--- config.mk ---
export PLATFORM = sky130hd
export DESIGN_NAME = csr_fabric_port
export DESIGN_NICKNAME = d
export VERILOG_FILES = /design/src/verilog/csr_pkg.sv /design/src/verilog/csr_fabric_port.sv /design/src/verilog/csr_lane_deser.sv /design/src/verilog/csr_sync.sv
export SDC_FILE = /design/constraint.sdc
export NUM_CORES = 1
export LEC_CHECK = 0
export BUFFER_PORTS_ARGS = -buffer_cell sky130_fd_sc_hd__buf_2
export CAP_MARGIN = 10
export CELL_PAD_IN_SITES_DETAIL_PLACEMENT = 1
export CELL_PAD_IN_SITES_GLOBAL_PLACEMENT = 2
export CORE_ASPECT_RATIO = 1.25
export CORE_MARGIN = 4
export CORE_UTILIZATION = 38
export DETAILED_ROUTE_END_ITERATION = 8
export PLACE_DENSITY_LB_ADDON = 0.05
export SLEW_MARGIN = 10
export SYNTH_ARGS = -nofsm -noshare
export SYNTH_HDL_FRONTEND = slang
export SYNTH_SLANG_ARGS = --single-unit
--- constraint.sdc ---
create_clock -name clock_i -period 8.7 [get_ports clock_i]
set_input_delay 0.435 -clock clock_i [delete_from_list [all_inputs] [get_ports clock_i]]
set_output_delay 0.435 -clock clock_i [all_outputs]
set_load 0.03 [all_outputs]
--- src/verilog/csr_pkg.sv ---
// Shared constants, types and helper functions for the camera serial receiver port.
// Assumes every user names items as csr_pkg::name; nothing is imported.
`default_nettype none

package csr_pkg;

	// Lane and word geometry.
	localparam int LANE_COUNT = 4;
	localparam int PIN_COUNT = 5;
	localparam int WORD_BYTES = 8;
	localparam int ERR_WIDTH = 18;
	localparam int EV_WIDTH = 4;

	// Start-of-transmission leader byte and hunt limit in bits.
	localparam logic [7:0] SOT_SYNC_BYTE = 8'hB8;
	localparam logic [5:0] SOT_HUNT_LIMIT = 6'h20;

	// Lane-count select codes.
	localparam logic [1:0] LANES_ONE = 2'h0;
	localparam logic [1:0] LANES_TWO = 2'h1;
	localparam logic [1:0] LANES_FOUR = 2'h3;

	// Short packet data types.
	localparam logic [5:0] DT_FRAME_START = 6'h00;
	localparam logic [5:0] DT_FRAME_END = 6'h01;
	localparam logic [5:0] DT_LINE_START = 6'h02;
	localparam logic [5:0] DT_LINE_END = 6'h03;
	localparam logic [5:0] DT_SHORT_LIMIT = 6'h10;

	// Error bus bit positions.
	localparam int ERR_HS_TIMEOUT = 5;
	localparam int ERR_FRAME_SYNC = 10;
	localparam int ERR_BAD_VC = 12;
	localparam int ERR_BAD_TYPE = 13;
	localparam int ERR_SOT = 16;

	// Event bits of the status and mask registers.
	localparam int EV_FRAME_START = 0;
	localparam int EV_FRAME_END = 1;
	localparam int EV_ERROR = 2;
	localparam int EV_DROP = 3;

	// Register offsets and reset values.
	localparam logic [3:0] REG_STATUS = 4'h0;
	localparam logic [3:0] REG_MASK = 4'h4;
	localparam logic [3:0] REG_ERROR = 4'h8;
	localparam logic [3:0] REG_LANE_STATE = 4'hC;
	localparam logic [3:0] MASK_RESET = 4'h0;
	localparam logic [3:0] STATUS_RESET = 4'h0;

	typedef enum logic [2:0] {
		ST_HEADER, ST_WC_LO, ST_WC_HI, ST_ECC, ST_PAYLOAD, ST_CRC0, ST_CRC1
	} csr_parse_e;

	// Data lanes enabled by a lane-count select code.
	function automatic logic [3:0] lanes_decode(input logic [1:0] sel);
		case (sel)
			LANES_ONE: lanes_decode = 4'h1;
			LANES_TWO: lanes_decode = 4'h3;
			LANES_FOUR: lanes_decode = 4'hF;
			default: lanes_decode = 4'h1;
		endcase
	endfunction

	// Number of data lanes enabled by a lane-count select code.
	function automatic logic [2:0] lane_total(input logic [1:0] sel);
		case (sel)
			LANES_TWO: lane_total = 3'h2;
			LANES_FOUR: lane_total = 3'h4;
			default: lane_total = 3'h1;
		endcase
	endfunction

	// Long packet data types that the receiver knows how to pass on.
	function automatic logic dt_known(input logic [5:0] dt);
		dt_known = (dt >= 6'h18 && dt <= 6'h1F && dt != 6'h1B) || (dt >= 6'h20 && dt <= 6'h24)
			|| (dt >= 6'h28 && dt <= 6'h2D) || (dt >= 6'h30 && dt <= 6'h37);
	endfunction

endpackage

`default_nettype wire

--- src/verilog/csr_fabric_port.sv ---
// Receive side of a camera serial link as seen by the fabric: lanes in, video and status out.
// Assumes clock_i is the pixel clock and that lane pins and the two resets are asynchronous.
// Function
// - Five differential lane inputs reach the board: one link clock lane and four data.
// - A low physical-layer reset holds the lane logic in reset; high releases it.
// - A low controller reset holds the packet controller in reset; high releases it.
// - Traffic of a virtual channel is accepted only while its enable bit is high.
// - Lane select 00 enables lane 0, 01 lanes 0 and 1, and 11 all four lanes.
// - All transfers into the core are timed by the fabric pixel clock.
// - Decoded video payload leaves on the video output group.
// - An optional status group reports operating state and errors.
// - Each pixel clock presents syncs, valid, pixel count, 64-bit data, type and channel.
// - Errors stay in an 18-bit register until the clear input resets them.
// - Sleep flags are high while the clock lane or a data lane is in ultra-low power.
//
// Chosen here: the register addresses and the address-and-strobe port.
`default_nettype none

module csr_fabric_port (
	// Pixel clock and reset.
	input wire logic clock_i,
	input wire logic srst_i,
	// Fabric control.
	input wire logic phy_reset_n_i,
	input wire logic controller_reset_n_i,
	input wire logic [3:0] virtual_channel_enables_i,
	input wire logic [1:0] lane_select_i,
	input wire logic error_clear_i,
	// Lane pins, index 0 is the clock lane.
	input wire logic [4:0] lane_p_i,
	input wire logic [4:0] lane_n_i,
	// Video output group.
	output logic [3:0] vsync_o,
	output logic [3:0] hsync_o,
	output logic video_valid_o,
	output logic [3:0] pixel_count_o,
	output logic [63:0] video_data_o,
	output logic [5:0] data_type_o,
	output logic [1:0] virtual_channel_id_o,
	// Status output group.
	output logic [17:0] error_o,
	output logic clock_lane_sleep_flag_o,
	output logic [3:0] data_lane_sleep_flags_o,
	// Register port and interrupt.
	input wire logic [3:0] reg_addr_i,
	input wire logic [31:0] reg_wr_data_i,
	input wire logic reg_wr_i,
	input wire logic reg_rd_i,
	output logic [31:0] reg_rd_data_o,
	output logic irq_o
);

	logic [11:0] pin_sync;
	logic [4:0] lane_p_s;
	logic [4:0] lane_n_s;
	logic phy_run;
	logic ctrl_run;
	logic clk_hs;
	logic clk_level_reg;
	logic link_edge;
	logic [1:0] lane_sel_reg;
	logic [3:0] lane_en;
	logic [7:0] lane_byte [4];
	logic [3:0] lane_stb;
	logic [3:0] lane_lock;
	logic [3:0] lane_sot_err;
	logic lock_q_reg;
	logic burst_end;
	logic [31:0] grp_reg;
	logic [2:0] grp_left_reg;
	logic grp_load;
	logic byte_take;
	logic [7:0] cur_byte;
	csr_pkg::csr_parse_e state_reg;
	logic [1:0] hdr_vc_reg;
	logic [5:0] hdr_dt_reg;
	logic [15:0] wc_reg;
	logic keep_reg;
	logic [63:0] word_reg;
	logic [63:0] word_merged;
	logic [2:0] byte_idx_reg;
	logic hdr_done;
	logic is_short;
	logic vc_ok;
	logic pay_take;
	logic flush;
	logic [3:0] vsync_next;
	logic [3:0] hsync_next;
	logic [17:0] err_set;
	logic [3:0] ev_set;
	logic [3:0] status_reg;
	logic [3:0] status_next;
	logic [3:0] mask_reg;

	// Pins and resets pass two flip-flops; a held reset reads as low afterwards too.
	csr_sync #(.W(12)) u_pin_sync (
		.clock_i(clock_i),
		.srst_i(srst_i),
		.async_i({controller_reset_n_i, phy_reset_n_i, lane_n_i, lane_p_i}),
		.sync_o(pin_sync)
	);

	assign lane_p_s = pin_sync[4:0];
	assign lane_n_s = pin_sync[9:5];
	assign phy_run = !srst_i && pin_sync[10];
	assign ctrl_run = !srst_i && pin_sync[11];

	// A lane is in high speed while its pair differs; the clock lane gives both edges.
	assign clk_hs = lane_p_s[0] != lane_n_s[0];
	assign link_edge = clk_hs && lane_p_s[0] != clk_level_reg;

	always_ff @(posedge clock_i) begin
		if (!phy_run) begin
			clk_level_reg <= 1'b0;
		end else begin
			clk_level_reg <= lane_p_s[0];
		end
	end

	// The lane count is taken only while the controller is held in reset.
	always_ff @(posedge clock_i) begin
		if (!ctrl_run) begin
			lane_sel_reg <= lane_select_i;
		end
	end

	assign lane_en = csr_pkg::lanes_decode(lane_sel_reg);

	for (genvar g = 0; g < csr_pkg::LANE_COUNT; g++) begin : g_lane
		csr_lane_deser u_lane (
			.clock_i(clock_i),
			.srst_i(!phy_run || !lane_en[g]),
			.hs_i(clk_hs && lane_p_s[g+1] != lane_n_s[g+1]),
			.bit_stb_i(link_edge),
			.bit_i(lane_p_s[g+1]),
			.byte_o(lane_byte[g]),
			.byte_stb_o(lane_stb[g]),
			.locked_o(lane_lock[g]),
			.sot_err_o(lane_sot_err[g])
		);
	end

	always_ff @(posedge clock_i) begin
		if (!ctrl_run) begin
			lock_q_reg <= 1'b0;
		end else begin
			lock_q_reg <= lane_lock[0];
		end
	end

	assign burst_end = lock_q_reg && !lane_lock[0];

	// Bytes of one lane group are handed to the parser one per cycle, lane 0 first.
	assign grp_load = lane_stb[0] && ctrl_run;
	assign byte_take = grp_left_reg != 3'h0;
	assign cur_byte = grp_reg[7:0];

	always_ff @(posedge clock_i) begin
		if (!ctrl_run) begin
			grp_reg <= 32'h0000_0000;
			grp_left_reg <= 3'h0;
		end else if (grp_load) begin
			grp_reg <= {lane_byte[3], lane_byte[2], lane_byte[1], lane_byte[0]};
			grp_left_reg <= csr_pkg::lane_total(lane_sel_reg);
		end else if (byte_take) begin
			grp_reg <= {8'h00, grp_reg[31:8]};
			grp_left_reg <= grp_left_reg - 3'h1;
		end
	end

	assign hdr_done = byte_take && state_reg == csr_pkg::ST_ECC;
	assign is_short = hdr_dt_reg < csr_pkg::DT_SHORT_LIMIT;
	assign vc_ok = virtual_channel_enables_i[hdr_vc_reg];
	assign pay_take = byte_take && state_reg == csr_pkg::ST_PAYLOAD;
	assign flush = pay_take && keep_reg && vc_ok && (byte_idx_reg == 3'h7 || wc_reg == 16'h0001);

	// Packet parser: header, word count, check byte, payload, two trailer bytes.
	always_ff @(posedge clock_i) begin
		if (!ctrl_run || burst_end) begin
			state_reg <= csr_pkg::ST_HEADER;
		end else if (byte_take) begin
			case (state_reg)
				csr_pkg::ST_HEADER: state_reg <= csr_pkg::ST_WC_LO;
				csr_pkg::ST_WC_LO: state_reg <= csr_pkg::ST_WC_HI;
				csr_pkg::ST_WC_HI: state_reg <= csr_pkg::ST_ECC;
				csr_pkg::ST_ECC: begin
					if (is_short) begin
						state_reg <= csr_pkg::ST_HEADER;
					end else if (wc_reg == 16'h0000) begin
						state_reg <= csr_pkg::ST_CRC0;
					end else begin
						state_reg <= csr_pkg::ST_PAYLOAD;
					end
				end
				csr_pkg::ST_PAYLOAD: begin
					if (wc_reg == 16'h0001) begin
						state_reg <= csr_pkg::ST_CRC0;
					end
				end
				csr_pkg::ST_CRC0: state_reg <= csr_pkg::ST_CRC1;
				default: state_reg <= csr_pkg::ST_HEADER;
			endcase
		end
	end

	always_ff @(posedge clock_i) begin
		if (!ctrl_run) begin
			hdr_vc_reg <= 2'h0;
			hdr_dt_reg <= 6'h00;
			wc_reg <= 16'h0000;
			keep_reg <= 1'b0;
		end else if (byte_take) begin
			case (state_reg)
				csr_pkg::ST_HEADER: begin
					hdr_vc_reg <= cur_byte[7:6];
					hdr_dt_reg <= cur_byte[5:0];
				end
				csr_pkg::ST_WC_LO: wc_reg[7:0] <= cur_byte;
				csr_pkg::ST_WC_HI: wc_reg[15:8] <= cur_byte;
				csr_pkg::ST_ECC: keep_reg <= vc_ok && csr_pkg::dt_known(hdr_dt_reg);
				csr_pkg::ST_PAYLOAD: wc_reg <= wc_reg - 16'h0001;
				default: keep_reg <= keep_reg;
			endcase
		end
	end

	// Payload bytes fill the word low byte first; a short final word has zero upper bytes.
	always_comb begin
		word_merged = word_reg;
		word_merged[byte_idx_reg*8 +: 8] = cur_byte;
	end

	always_ff @(posedge clock_i) begin
		if (!ctrl_run || hdr_done) begin
			word_reg <= 64'h0;
			byte_idx_reg <= 3'h0;
		end else if (pay_take) begin
			word_reg <= flush ? 64'h0 : word_merged;
			byte_idx_reg <= flush ? 3'h0 : byte_idx_reg + 3'h1;
		end
	end

	always_ff @(posedge clock_i) begin
		if (!ctrl_run) begin
			video_valid_o <= 1'b0;
			video_data_o <= 64'h0;
			pixel_count_o <= 4'h0;
			data_type_o <= 6'h00;
			virtual_channel_id_o <= 2'h0;
		end else begin
			video_valid_o <= flush;
			if (flush) begin
				video_data_o <= word_merged;
				pixel_count_o <= {1'b0, byte_idx_reg} + 4'h1;
				data_type_o <= hdr_dt_reg;
				virtual_channel_id_o <= hdr_vc_reg;
			end
		end
	end

	// Sync levels per channel; a disabled channel never shows a sync.
	always_comb begin
		vsync_next = vsync_o & virtual_channel_enables_i;
		hsync_next = hsync_o & virtual_channel_enables_i;
		if (hdr_done && is_short && vc_ok) begin
			case (hdr_dt_reg)
				csr_pkg::DT_FRAME_START: vsync_next[hdr_vc_reg] = 1'b1;
				csr_pkg::DT_FRAME_END: begin
					vsync_next[hdr_vc_reg] = 1'b0;
					hsync_next[hdr_vc_reg] = 1'b0;
				end
				csr_pkg::DT_LINE_START: hsync_next[hdr_vc_reg] = 1'b1;
				csr_pkg::DT_LINE_END: hsync_next[hdr_vc_reg] = 1'b0;
				default: hsync_next = hsync_next;
			endcase
		end
	end

	always_ff @(posedge clock_i) begin
		if (!ctrl_run) begin
			vsync_o <= 4'h0;
			hsync_o <= 4'h0;
		end else begin
			vsync_o <= vsync_next;
			hsync_o <= hsync_next;
		end
	end

	// Error sources; a set in the cycle of a clear is kept.
	always_comb begin
		err_set = 18'h0;
		err_set[csr_pkg::ERR_HS_TIMEOUT] = burst_end && state_reg != csr_pkg::ST_HEADER;
		err_set[csr_pkg::ERR_FRAME_SYNC] = hdr_done && is_short && vc_ok
			&& hdr_dt_reg == csr_pkg::DT_FRAME_END && !vsync_o[hdr_vc_reg];
		err_set[csr_pkg::ERR_BAD_VC] = hdr_done && !vc_ok;
		err_set[csr_pkg::ERR_BAD_TYPE] = hdr_done && !is_short && !csr_pkg::dt_known(hdr_dt_reg);
		err_set[csr_pkg::ERR_SOT] = |(lane_sot_err & lane_en);
	end

	always_ff @(posedge clock_i) begin
		if (!ctrl_run) begin
			error_o <= 18'h0;
		end else begin
			error_o <= (error_clear_i ? 18'h0 : error_o) | err_set;
		end
	end

	// A lane pair with both wires low is in ultra-low power.
	always_ff @(posedge clock_i) begin
		if (!phy_run) begin
			clock_lane_sleep_flag_o <= 1'b0;
			data_lane_sleep_flags_o <= 4'h0;
		end else begin
			clock_lane_sleep_flag_o <= !lane_p_s[0] && !lane_n_s[0];
			data_lane_sleep_flags_o <= ~lane_p_s[4:1] & ~lane_n_s[4:1];
		end
	end

	// Events, sticky status cleared by a read, mask and interrupt.
	always_comb begin
		ev_set = 4'h0;
		ev_set[csr_pkg::EV_FRAME_START] = hdr_done && is_short && vc_ok
			&& hdr_dt_reg == csr_pkg::DT_FRAME_START;
		ev_set[csr_pkg::EV_FRAME_END] = hdr_done && is_short && vc_ok
			&& hdr_dt_reg == csr_pkg::DT_FRAME_END;
		ev_set[csr_pkg::EV_ERROR] = |err_set;
		ev_set[csr_pkg::EV_DROP] = hdr_done && !vc_ok;
		status_next = status_reg;
		if (reg_rd_i && reg_addr_i == csr_pkg::REG_STATUS) begin
			status_next = 4'h0;
		end
		status_next = status_next | ev_set;
	end

	always_ff @(posedge clock_i) begin
		if (srst_i) begin
			status_reg <= csr_pkg::STATUS_RESET;
		end else begin
			status_reg <= status_next;
		end
	end

	always_ff @(posedge clock_i) begin
		if (srst_i) begin
			mask_reg <= csr_pkg::MASK_RESET;
		end else if (reg_wr_i && reg_addr_i == csr_pkg::REG_MASK) begin
			mask_reg <= reg_wr_data_i[3:0];
		end
	end

	always_ff @(posedge clock_i) begin
		if (srst_i) begin
			irq_o <= 1'b0;
		end else begin
			irq_o <= |(status_reg & mask_reg);
		end
	end

	always_ff @(posedge clock_i) begin
		if (srst_i) begin
			reg_rd_data_o <= 32'h0;
		end else if (reg_rd_i) begin
			case (reg_addr_i)
				csr_pkg::REG_STATUS: reg_rd_data_o <= {28'h0, status_reg};
				csr_pkg::REG_MASK: reg_rd_data_o <= {28'h0, mask_reg};
				csr_pkg::REG_ERROR: reg_rd_data_o <= {14'h0, error_o};
				csr_pkg::REG_LANE_STATE: reg_rd_data_o <= {16'h0, lane_lock, lane_en,
					data_lane_sleep_flags_o, 3'h0, clock_lane_sleep_flag_o};
				default: reg_rd_data_o <= 32'h0;
			endcase
		end else begin
			reg_rd_data_o <= 32'h0;
		end
	end

	chk_phy_reset_hold: assert property (@(posedge clock_i) disable iff (srst_i)
		!phy_run |=> data_lane_sleep_flags_o == 4'h0 && !clock_lane_sleep_flag_o)
		else $error("Lane logic ran while its reset was low.");

	chk_ctrl_reset_hold: assert property (@(posedge clock_i) disable iff (srst_i)
		!ctrl_run |=> !video_valid_o && vsync_o == 4'h0 && error_o == 18'h0)
		else $error("Controller outputs moved while its reset was low.");

	chk_vc_gate_valid: assert property (@(posedge clock_i) disable iff (srst_i)
		pay_take && !virtual_channel_enables_i[hdr_vc_reg] |=> !video_valid_o)
		else $error("Valid raised for a disabled channel.");

	chk_lane_group_size: assert property (@(posedge clock_i) disable iff (srst_i)
		grp_load && lane_sel_reg == csr_pkg::LANES_TWO |=> grp_left_reg == 3'h2 ##1 grp_left_reg == 3'h1)
		else $error("Two-lane select did not deliver two bytes per group.");

	chk_pixel_count: assert property (@(posedge clock_i) disable iff (srst_i)
		video_valid_o |-> pixel_count_o >= 4'h1 && pixel_count_o <= 4'h8)
		else $error("Pixel count out of range while valid.");

	chk_error_clear: assert property (@(posedge clock_i) disable iff (srst_i)
		ctrl_run && error_clear_i && err_set == 18'h0 |=> error_o == 18'h0)
		else $error("Clear did not empty the error register.");

	chk_error_sticky: assert property (@(posedge clock_i) disable iff (srst_i)
		ctrl_run && !error_clear_i ##1 ctrl_run |-> (error_o & $past(error_o)) == $past(error_o))
		else $error("An error bit fell without a clear.");

	chk_sleep_flag: assert property (@(posedge clock_i) disable iff (srst_i)
		phy_run && !lane_p_s[0] && !lane_n_s[0] |=> clock_lane_sleep_flag_o)
		else $error("Clock lane sleep flag missed a low-power state.");

	chk_sync_gate: assert property (@(posedge clock_i) disable iff (srst_i)
		##1 (vsync_o & ~$past(virtual_channel_enables_i)) == 4'h0)
		else $error("Sync raised on a disabled channel.");

	chk_irq_level: assert property (@(posedge clock_i) disable iff (srst_i)
		(|(status_reg & mask_reg)) |=> irq_o)
		else $error("Interrupt missed a pending unmasked event.");

endmodule // csr_fabric_port

`default_nettype wire

--- src/verilog/csr_lane_deser.sv ---
// One data lane deserialiser: hunts the leader byte, then emits bytes least bit first.
// Assumes bit_stb_i marks each link clock edge and bit_i is already synchronised.
`default_nettype none

module csr_lane_deser (
	// Clock and reset.
	input wire logic clock_i,
	input wire logic srst_i,
	// Serial side.
	input wire logic hs_i,
	input wire logic bit_stb_i,
	input wire logic bit_i,
	// Byte side.
	output logic [7:0] byte_o,
	output logic byte_stb_o,
	output logic locked_o,
	output logic sot_err_o
);

	logic [7:0] shift_reg;
	logic [7:0] shift_next;
	logic [2:0] bit_cnt_reg;
	logic [5:0] hunt_cnt_reg;

	assign shift_next = {bit_i, shift_reg[7:1]};

	always_ff @(posedge clock_i) begin
		if (srst_i || !hs_i) begin
			shift_reg <= 8'h00;
			bit_cnt_reg <= 3'h0;
			hunt_cnt_reg <= 6'h00;
			locked_o <= 1'b0;
		end else if (bit_stb_i) begin
			shift_reg <= shift_next;
			if (locked_o) begin
				bit_cnt_reg <= bit_cnt_reg + 3'h1;
			end else if (shift_next == csr_pkg::SOT_SYNC_BYTE) begin
				locked_o <= 1'b1;
				bit_cnt_reg <= 3'h0;
			end else if (hunt_cnt_reg != csr_pkg::SOT_HUNT_LIMIT) begin
				hunt_cnt_reg <= hunt_cnt_reg + 6'h01;
			end
		end
	end

	// A leader that never shows within the hunt limit is reported once per burst.
	always_ff @(posedge clock_i) begin
		if (srst_i || !hs_i) begin
			byte_stb_o <= 1'b0;
			byte_o <= 8'h00;
			sot_err_o <= 1'b0;
		end else begin
			byte_stb_o <= locked_o && bit_stb_i && bit_cnt_reg == 3'h7;
			sot_err_o <= !locked_o && bit_stb_i && shift_next != csr_pkg::SOT_SYNC_BYTE
				&& hunt_cnt_reg == csr_pkg::SOT_HUNT_LIMIT - 6'h01;
			if (locked_o && bit_stb_i && bit_cnt_reg == 3'h7) begin
				byte_o <= shift_next;
			end
		end
	end

	chk_byte_gap: assert property (@(posedge clock_i) disable iff (srst_i)
		byte_stb_o |=> !byte_stb_o)
		else $error("Lane bytes came on two adjacent cycles.");

endmodule // csr_lane_deser

`default_nettype wire

--- src/verilog/csr_sync.sv ---
// Two-stage synchroniser for a group of levels from outside the clock domain.
// Assumes each bit is an independent level; a synchronous reset clears both stages.
`default_nettype none

module csr_sync #(
	parameter int W = 1
) (
	// Clock and reset.
	input wire logic clock_i,
	input wire logic srst_i,
	// Levels in and out.
	input wire logic [W-1:0] async_i,
	output logic [W-1:0] sync_o
);

	logic [W-1:0] stage_reg;

	always_ff @(posedge clock_i) begin
		if (srst_i) begin
			stage_reg <= '0;
			sync_o <= '0;
		end else begin
			stage_reg <= async_i;
			sync_o <= stage_reg;
		end
	end

endmodule // csr_sync

`default_nettype wire
# Word level (Yosys, flattened, before mapping)

Index checks and enable logic that the tools add are counted.

Bits in registers: 416
Bits in latches: 0
RAM bits: 0
Memory bits (read-only): 0
Input port bits: 59
Memories kept: 0

$add $sub $neg: 13
$mul: 0
Div/mod/pow operators: 0
Order comparisons: 11
Eq/ne operators: 43
Shift operators: 2
Muxes and demuxes: 44
Bitwise gates (word level): 23
Reduce and logical (&&, ||, !) cells: 119

Operator list:

| kind                                                   | count |
|---|---|
| case mux 18 bit (4 select lines)                       | 1 |
| bitwise mux 64 bit                                     | 1 |
| 2-to-1 mux 32 bit                                      | 2 |
| 2-to-1 mux 64 bit                                      | 1 |
| variable shift 8 x 34 -> 64 bit (first input constant) | 1 |
| variable part select 8 x 34 -> 64 bit                  | 1 |
| logical AND 1 bit                                      | 53 |
| 2-to-1 mux 3 bit                                       | 13 |
| negator 6 -> 34 bit                                    | 1 |
| == test 8 bit (second input constant)                  | 4 |
| inequality test 8 bit (second input constant)          | 4 |
| case mux 8 bit (2 select lines)                        | 2 |
| AND 4 bit                                              | 7 |
| adder 6 x 1 -> 6 bit (second input constant)           | 4 |
| == test 6 x 5 -> 1 bit (second input constant)         | 4 |
| inequality test 6 bit (second input constant)          | 4 |
| case mux 4 bit (2 select lines)                        | 3 |
| == test 3 bit (second input constant)                  | 7 |
| zero test 1 bit                                        | 21 |
| >= comparator 6 bit (second input constant)            | 3 |
| less-or-equal comparator 6 bit (second input constant) | 3 |
| 2-to-1 mux 18 bit                                      | 1 |
| OR 18 x 17 -> 18 bit                                   | 1 |
| case mux 3 bit (6 select lines)                        | 1 |
| other kinds (41)                                       | 112 |

# Longest topological paths before layout

Gate-level depths: netlist of the first run.

Word-level depth: 10
Mapped depth: 10
Mapped depth without buffers: 7

# By module

From an unflattened synthesis of the first run, not the netlist that was laid out.

Cell total of the unflattened synthesis: 1799
Area, all modules: 16168.0 µm²

Modules (own cells, without submodules):

| module          | instances | cells an instance | area each (µm²) | seq. area each (µm²) |
|---|---|---|---|---|
| csr_fabric_port | 1         | 1257              | 10930.5         | 5124.9 |
| csr_lane_deser  | 4         | 123               | 1136.1          | 540.5 |
| csr_sync        | 1         | 50                | 693.2           | 480.5 |

# Worst setup path after synthesis of the first run

No wires, ideal clock.

Path type: flip-flop to flip-flop
Start: register byte_idx_reg[0]
End: register video_data_o[40]
Setup time: 123 ps
Arrival: 2650 ps
Data required time: 8577 ps
Setup slack: 5926 ps
Stages on the path, launching flop included: 11
Period minus slack after synthesis: 2774 ps
Path through: dfxtp_1 -> clkbuf_1 -> inv_1 -> ha_1 -> ha_1 -> clkbuf_1 -> nor4bb_1 -> clkbuf_1 -> mux2i_1 -> nor2_1 -> mux2_1

Word-level cells in the longest chain between the ends: 3
Elaborated cells on any way between the ends: 7

RTL lines:

| item                                                                | line                                           | source |
|---|---|---|
| start, declared                                                     | csr_fabric_port.sv:81                          | `logic [2:0] byte_idx_reg;` |
| start signal, assigned                                              | csr_fabric_port.sv:239                         | `byte_idx_reg <= flush ? 3'h0 : byte_idx_reg + 3'h1;` |
| negator 6 -> 34 bit / == test 3 bit (equally long branches)         | csr_fabric_port.sv:230, csr_fabric_port.sv:175 |  |
| variable part select 8 x 34 -> 64 bit, or another cell as far along | csr_fabric_port.sv:230                         | `word_merged[byte_idx_reg*8 +: 8] = cur_byte;` |
| bitwise mux 64 bit / logical AND 1 bit (equally long branches)      | csr_fabric_port.sv:230, csr_fabric_port.sv:175 |  |
| end signal, assigned                                                | csr_fabric_port.sv:253                         | `video_data_o <= word_merged;` |
| end, declared                                                       | csr_fabric_port.sv:37                          | `output logic [63:0] video_data_o,` |

Several ways; a longest one is shown, not always the timed one.
A chain may end at the register's enable or synchronous reset.

# Worst setup path after layout of the first run

Start: register u_pin_sync.sync_o[11]
End: register word_reg[16]

Word-level cells in the longest chain between the ends: 3

RTL lines:

| item                   | line                   | source |
|---|---|---|
| start, declared        | csr_sync.sv:13         | `output logic [W-1:0] sync_o` |
| start signal, assigned | csr_sync.sv:24         | `sync_o <= stage_reg;` |
| logical AND 1 bit      | csr_fabric_port.sv:106 | `assign ctrl_run = !srst_i && pin_sync[11];` |
| zero test 1 bit        | -                      |  |
| logical OR 1 bit       | csr_fabric_port.sv:234 | `if (!ctrl_run \|\| hdr_done) begin` |
| end signal, assigned   | csr_fabric_port.sv:238 | `word_reg <= flush ? 64'h0 : word_merged;` |
| end, declared          | csr_fabric_port.sv:79  | `logic [63:0] word_reg;` |

Every way passes these cells.

==> flow_summary.json, run 1 <==
{
  "status": "finished clean",
  "synth_flop_cell": "dfxtp_1",
  "yosys-mux-area-fraction": 0.0963,
  "start_util": 0.383,
  "end_kind": "flop",
  "arrival_ps": 3930,
  "clockBufferDepth": 3,
  "whs_path_depth": 1,
  "die_h_um": 246,
  "final_cell_mix": "dfxtp_1, nand2_1, nor2_1",
  "core_sq_um": 45100,
  "grt_overflow": 0,
  "postSynth.asyncResetShare": 0,
  "hold_viol_final": 0,
  "cts_made_buffers": 43,
  "tns_ps": 0,
  "synth_cell_type_count": 74,
  "path_common_cell": "buf_4",
  "rr_endpoint": "word_reg[16]",
  "rsz0062_at_grt": "false",
  "dpl-instance-area_sq_um": 18300,
  "synth_compound_area_frac": 0.151,
  "cp_max_fo": 63,
  "num_io_pins": 200,
  "nets": 2134,
  "drt_first_iter_violations": 534,
  "die_area_sq_um": 48900,
  "drc": 0,
  "maxSlewHeadroom": 0.230,
  "antenna_left": 0,
  "syn_area_sq_um": 17300,
  "synth_edf_count": 2,
  "holdCritStartpoint": "lane_select_i[0]",
  "tightestPinTransition_ps": 1150,
  "drive_gt1_frac": 0.137,
  "post_drt_wl_per_cell_um": 18.6,
  "die_x_um": 199,
  "critPathSlowestCell": "nand2_1",
  "crit_chain": "nor2b_4 -> buf_4 -> clkinv_2 -> a21oi_4 -> buf_4 -> nand2_1 -> o32ai_1",
  "r2r_start": "u_pin_sync.sync_o[11]",
  "power_mw": 3.62,
  "synth_seq_cells": 384,
  "holdPathEnd": "lane_sel_reg[0]",
  "ys_warn_count": 0,
  "nFillCells": 5304,
  "hold_ws_ps": 48.7,
  "dp_hpwl_um": 32700,
  "antenna_found_initial": 0,
  "htreeDepth": 2,
  "cts_tree": "yes",
  "r2r_slack_ps": 5230,
  "slew_viol_final": 0,
  "synth_top_family_by_area": "simple AND/OR/NAND/NOR gates",
  "grt_pass1_wl_um": 79800,
  "clock_latency_ps": 570,
  "synthSimpleGateAreaFrac": 0.221,
  "power_density_nw_per_um2": 184,
  "fmax_ghz": 0.288,
  "cts_sinks": 384,
  "skew_ps": 16.8,
  "setup_viol": 0,
  "synth-xor-area-share": 0.00254,
  "min_period_ps": 3470,
  "synth_fa_ha_area_frac": 0.0210,
  "p_leak_nw": 7.36,
  "fin_area_sq_um": 19600,
  "area_growth_pct": 13.8,
  "path_clk_slew_ps": 60,
  "ys_seq_area_frac": 0.447,
  "std_cell_rows": 87,
  "post_drt_via_cell_ratio": 5.38,
  "cp-start-kind": "flop",
  "antenna_cells": 0,
  "vias": 14300,
  "routed_wl_um": 49300,
  "final_common_cell": "dfxtp_1",
  "dr.pass1.iters": 4,
  "critPathKind": "flop to flop",
  "ctsResizeCount": 0,
  "utilization": 0.436,
  "grt_pass1_vias": 14900,
  "ff2ff_path_depth": 7,
  "slowest_delay_ps": 640,
  "port_buffers": 143,
  "grt_max_degree": 77,
  "grtUsageTotal": 0.199,
  "min_path_type": "input port to flop",
  "drv_cap": 0,
  "crit_required_ps": 9160,
  "finalCritPeriodShare": 0.399,
  "root_buffer": "clkbuf_16",
  "syn-instance-count": 1980,
  "gp_congestion": 0.796,
  "syn_avg_cell_area_sq_um": 8.71,
  "ir_drop_mv": 0.182
}
per-layer routing:
layer | wire length, um | GRT usage
met5 | 0 | 0
met4 | 1260 | 0.0630
met3 | 1230 | 0.0233
met2 | 25500 | 0.369
met1 | 21300 | 0.239
final cells by class:
type	count	area, sq um	share of cell area
clock buffer	64	1250	0.0639
clock inverter	14	115	0.00586
inverter	65	245	0.0125
multi-input combinational	1380	8660	0.441
sequential	384	7710	0.392
tap	578	723	0.0368
timing repair buffer	172	932	0.0475
critical path, delay by kind of cell (launching register included):
family | cells | cell delay (ps)
flip-flops | 1 | 360
AND/OR/NAND/NOR | 2 | 790
AO/OA/AOI/OAI | 2 | 540
buffers and inverters | 3 | 1650
stage by stage:
stage / std cells / worst slack [ps]
after floorplan: 2007 / 5930
after CTS: 2656 / 5150
final: 2657 / 5230
after detailed placement: 2577 / 4710
after global placement: 2577 / 4780
after global routing: 2657 / 4900
worst max path at each step:
stage	from	to	slack, ps	cells after the start
floorplan	byte_idx_reg[0]	video_data_o[40]	5930	10
global placement	srst_i	word_reg[16]	4780	9
detailed placement	srst_i	word_reg[16]	4710	9
CTS	u_pin_sync.sync_o[11]	word_reg[17]	5150	7
global route	u_pin_sync.sync_o[11]	word_reg[20]	4900	7
finish	u_pin_sync.sync_o[11]	word_reg[16]	5230	7
Yosys cell counts, types with 16 or more instances:
cell      number  area share
dfxtp_1      382        0.44
nand2_1      236       0.051
nor2_1       158       0.034
mux2i_1      130       0.075
a21oi_1      121       0.035
clkbuf_1     120       0.026
nand3_1       87       0.025
o21ai_0       77       0.022
inv_1         63       0.014
and2_1        58       0.021
o31ai_1       53       0.023
nor2b_1       39       0.014
a21o_1        31       0.013
buf_4         30       0.013
ha_1          29       0.021
a31oi_1       26      0.0094
mux2_1        21       0.014
o32ai_1       20       0.010
a21boi_0      19      0.0083
and4_1        19      0.0096
nor4_1        17      0.0062
buf_2         16      0.0046
nor3_1        16      0.0046
what timing repair did:
| action | 4_1_cts | 5_1_grt |
|---|---|---|
| hold buffers | 1 | 0 |
| endpoints found under the hold margin | 1 | 0 |
| buffers inserted | 0 | 0 |
report_power, final:
part / total (mW) / switching [mW] / internal, mW
clock: 1.78 / 0.748 / 1.03
sequential: 1.77 / 0.00427 / 1.77
combinational: 0.0684 / 0.0521 / 0.0163
kinds of logic after synthesis:
| logic type | after synthesis |
|---|---|
| mux | 160 |
| simple gates | 753 |
| fa+ha+maj | 29 |
| compound gates | 405 |
| xor+xnor | 5 |
| flops | 384 |
| buf+inv | 243 |
| other cells | 1 |
(Power assumes the default switching activity.)
==> run 2, diff against run 1 <==
--- a/config.mk
+++ b/config.mk
@@ -11,7 +11,7 @@
 export CELL_PAD_IN_SITES_GLOBAL_PLACEMENT = 2
 export CORE_ASPECT_RATIO = 1.25
 export CORE_MARGIN = 4
-export CORE_UTILIZATION = 38
+export CORE_UTILIZATION = 32
 export DETAILED_ROUTE_END_ITERATION = 8
 export PLACE_DENSITY_LB_ADDON = 0.05
 export SLEW_MARGIN = 10
==> constraint.sdc (replaced) <==
create_clock -name clock_i -period 3 [get_ports clock_i]
set_input_delay 0.15 -clock clock_i [delete_from_list [all_inputs] [get_ports clock_i]]
set_output_delay 0.15 -clock clock_i [all_outputs]
set_load 0.03 [all_outputs]
==> run 2 against run 1 <==
  * Flip-flop and latch count stayed put
  * First-iteration DRC count grew 0.19%
  * Combinational power rose to 3.5 times the previous value
  * Largest cell class unchanged
==> flow_summary.json, run 2 (synthesized netlist as in run 1, its figures left out) <==
{
  "crit_chain": "inv_1 -> ha_1 -> ha_1 -> nor4bb_1 -> buf_4 -> mux2i_1 -> nor2_1 -> mux2_1",
  "skew_ps": 17.7,
  "core_sq_um": 53000,
  "crit_required_ps": 3440,
  "std_cell_rows": 94,
  "final_common_cell": "dfxtp_1",
  "grt_overflow": 0,
  "status": "finished clean",
  "drc": 0,
  "tns_ps": 0,
  "routed_wl_um": 52600,
  "drive_gt1_frac": 0.147,
  "cp-start-kind": "flop",
  "antenna_cells": 0,
  "fin_cells": 2862,
  "setup_ws_ps": 398,
  "tightestPinTransition_ps": 904,
  "vias": 14500,
  "nets": 2204,
  "post_cts_buffers": 0,
  "finalCritPeriodShare": 0.867,
  "cts_made_buffers": 45,
  "clock_latency_ps": 570,
  "htreeDepth": 2,
  "root_buffer": "clkbuf_16",
  "grt_pass1_vias": 15000,
  "rsz0062_at_grt": "false",
  "post_drt_wl_per_cell_um": 18.4,
  "antenna_left": 0,
  "path_common_cell": "ha_1",
  "p_leak_nw": 7.69,
  "min_path_type": "input port to flop",
  "holdCritStartpoint": "reg_rd_i",
  "power_density_nw_per_um2": 526,
  "ir_drop_mv": 0.341,
  "drt_first_iter_violations": 535,
  "port_buffers": 143,
  "num_io_pins": 200,
  "start_util": 0.325,
  "path_clk_slew_ps": 70,
  "post_drt_via_cell_ratio": 5.05,
  "grt_max_degree": 138,
  "antenna_found_initial": 0,
  "gp_congestion": 0.777,
  "grt_pass1_wl_um": 84400,
  "die_area_sq_um": 57700,
  "slew_viol_final": 0,
  "dp.cells": 2755,
  "drv_cap": 0,
  "r2r_start": "byte_idx_reg[1]",
  "fmax_ghz": 0.384,
  "grtUsageTotal": 0.178,
  "cts_sinks": 384,
  "area_growth_pct": 18.9,
  "dr.pass1.iters": 4,
  "startpoint": "byte_idx_reg[1]",
  "maxSlewHeadroom": 0.392,
  "place_ws_ps": 334,
  "critPathKind": "flop to flop",
  "slowest_delay_ps": 510,
  "end_kind": "flop",
  "dp_hpwl_um": 35400,
  "clockBufferDepth": 3,
  "cts_tree": "yes",
  "setup_viol": 0,
  "die_x_um": 216,
  "arrival_ps": 3040,
  "cp_max_fo": 10,
  "die_h_um": 268,
  "final_cell_mix": "dfxtp_1, nand2_1, nor2_1",
  "min_period_ps": 2600,
  "hold_viol_final": 0,
  "critPathSlowestCell": "ha_1"
}
## run 2: changes by cell type in the layout (fill, tap and decap cells not counted), sizes merged, moves of 2 or more
cell	before	now
inv	67	65
clkbuf	65	62
buf	170	206
bufinv	1	4
dlygate4sd3	1	34
clkinv	9	6
## run 2: per-stage QoR
stage / total power, mW / hold WS [ps] / util / cell area [sq um]
floorplan: 5.40 / 249 / - / 17400
global placement: 5.46 / 330 / 0.354 / 18800
detailed placement: 5.46 / 337 / 0.354 / 18800
CTS: 11.0 / 71.3 / 0.387 / 20500
global route: 11.3 / 105 / 0.387 / 20500
finish: 10.8 / 98.7 / 0.387 / 20500
## run 2: metal layers
metal	global-route usage	wire, um	vias up
li1	-	-	7143
met1	0.214	22900	7057
met2	0.327	26600	178
met3	0.0266	1430	84
met4	0.0578	1630	0
met5	0	0	-
## run 2: worst paths after layout
kind,slack (ps),endpoint,cells after the start
worst max-delay path,400,video_data_o[28],8
worst min-delay path,100,status_reg[1],4
worst max register to register,400,video_data_o[28],8
worst min register to register,440,u_pin_sync.sync_o[5],1
## run 2: cell type report
class | count | area [sq um]
sequential | 384 | 7710
fill | 6143 | 32500
clock buffer | 62 | 1260
timing repair buffer | 240 | 1600
multi-input combinational | 1380 | 8640
tap | 720 | 901
inverter | 65 | 245
clock inverter | 11 | 160
## run 2: worst max-delay path, delay by kind of cell, from the launching register on
family,cells,cell delay [ps]
and+or+nand+nor,2,490
muxes,2,540
adders and majority gates,2,700
DFF,1,420
buffers and inverters,2,330
## run 2: repair_timing
action	CTS	global route
endpoints found under the setup margin	0	0
hold buffers	34	0
endpoints found under the hold margin	44	0
gates resized for setup	0	0
## run 2: report_power, final
| group | switching [mW] | total [mW] | internal, mW |
|---|---|---|---|
| logic | 0.158 | 0.236 | 0.0774 |
| registers | 0.0145 | 5.14 | 5.12 |
| clock network | 2.18 | 5.43 | 3.25 |
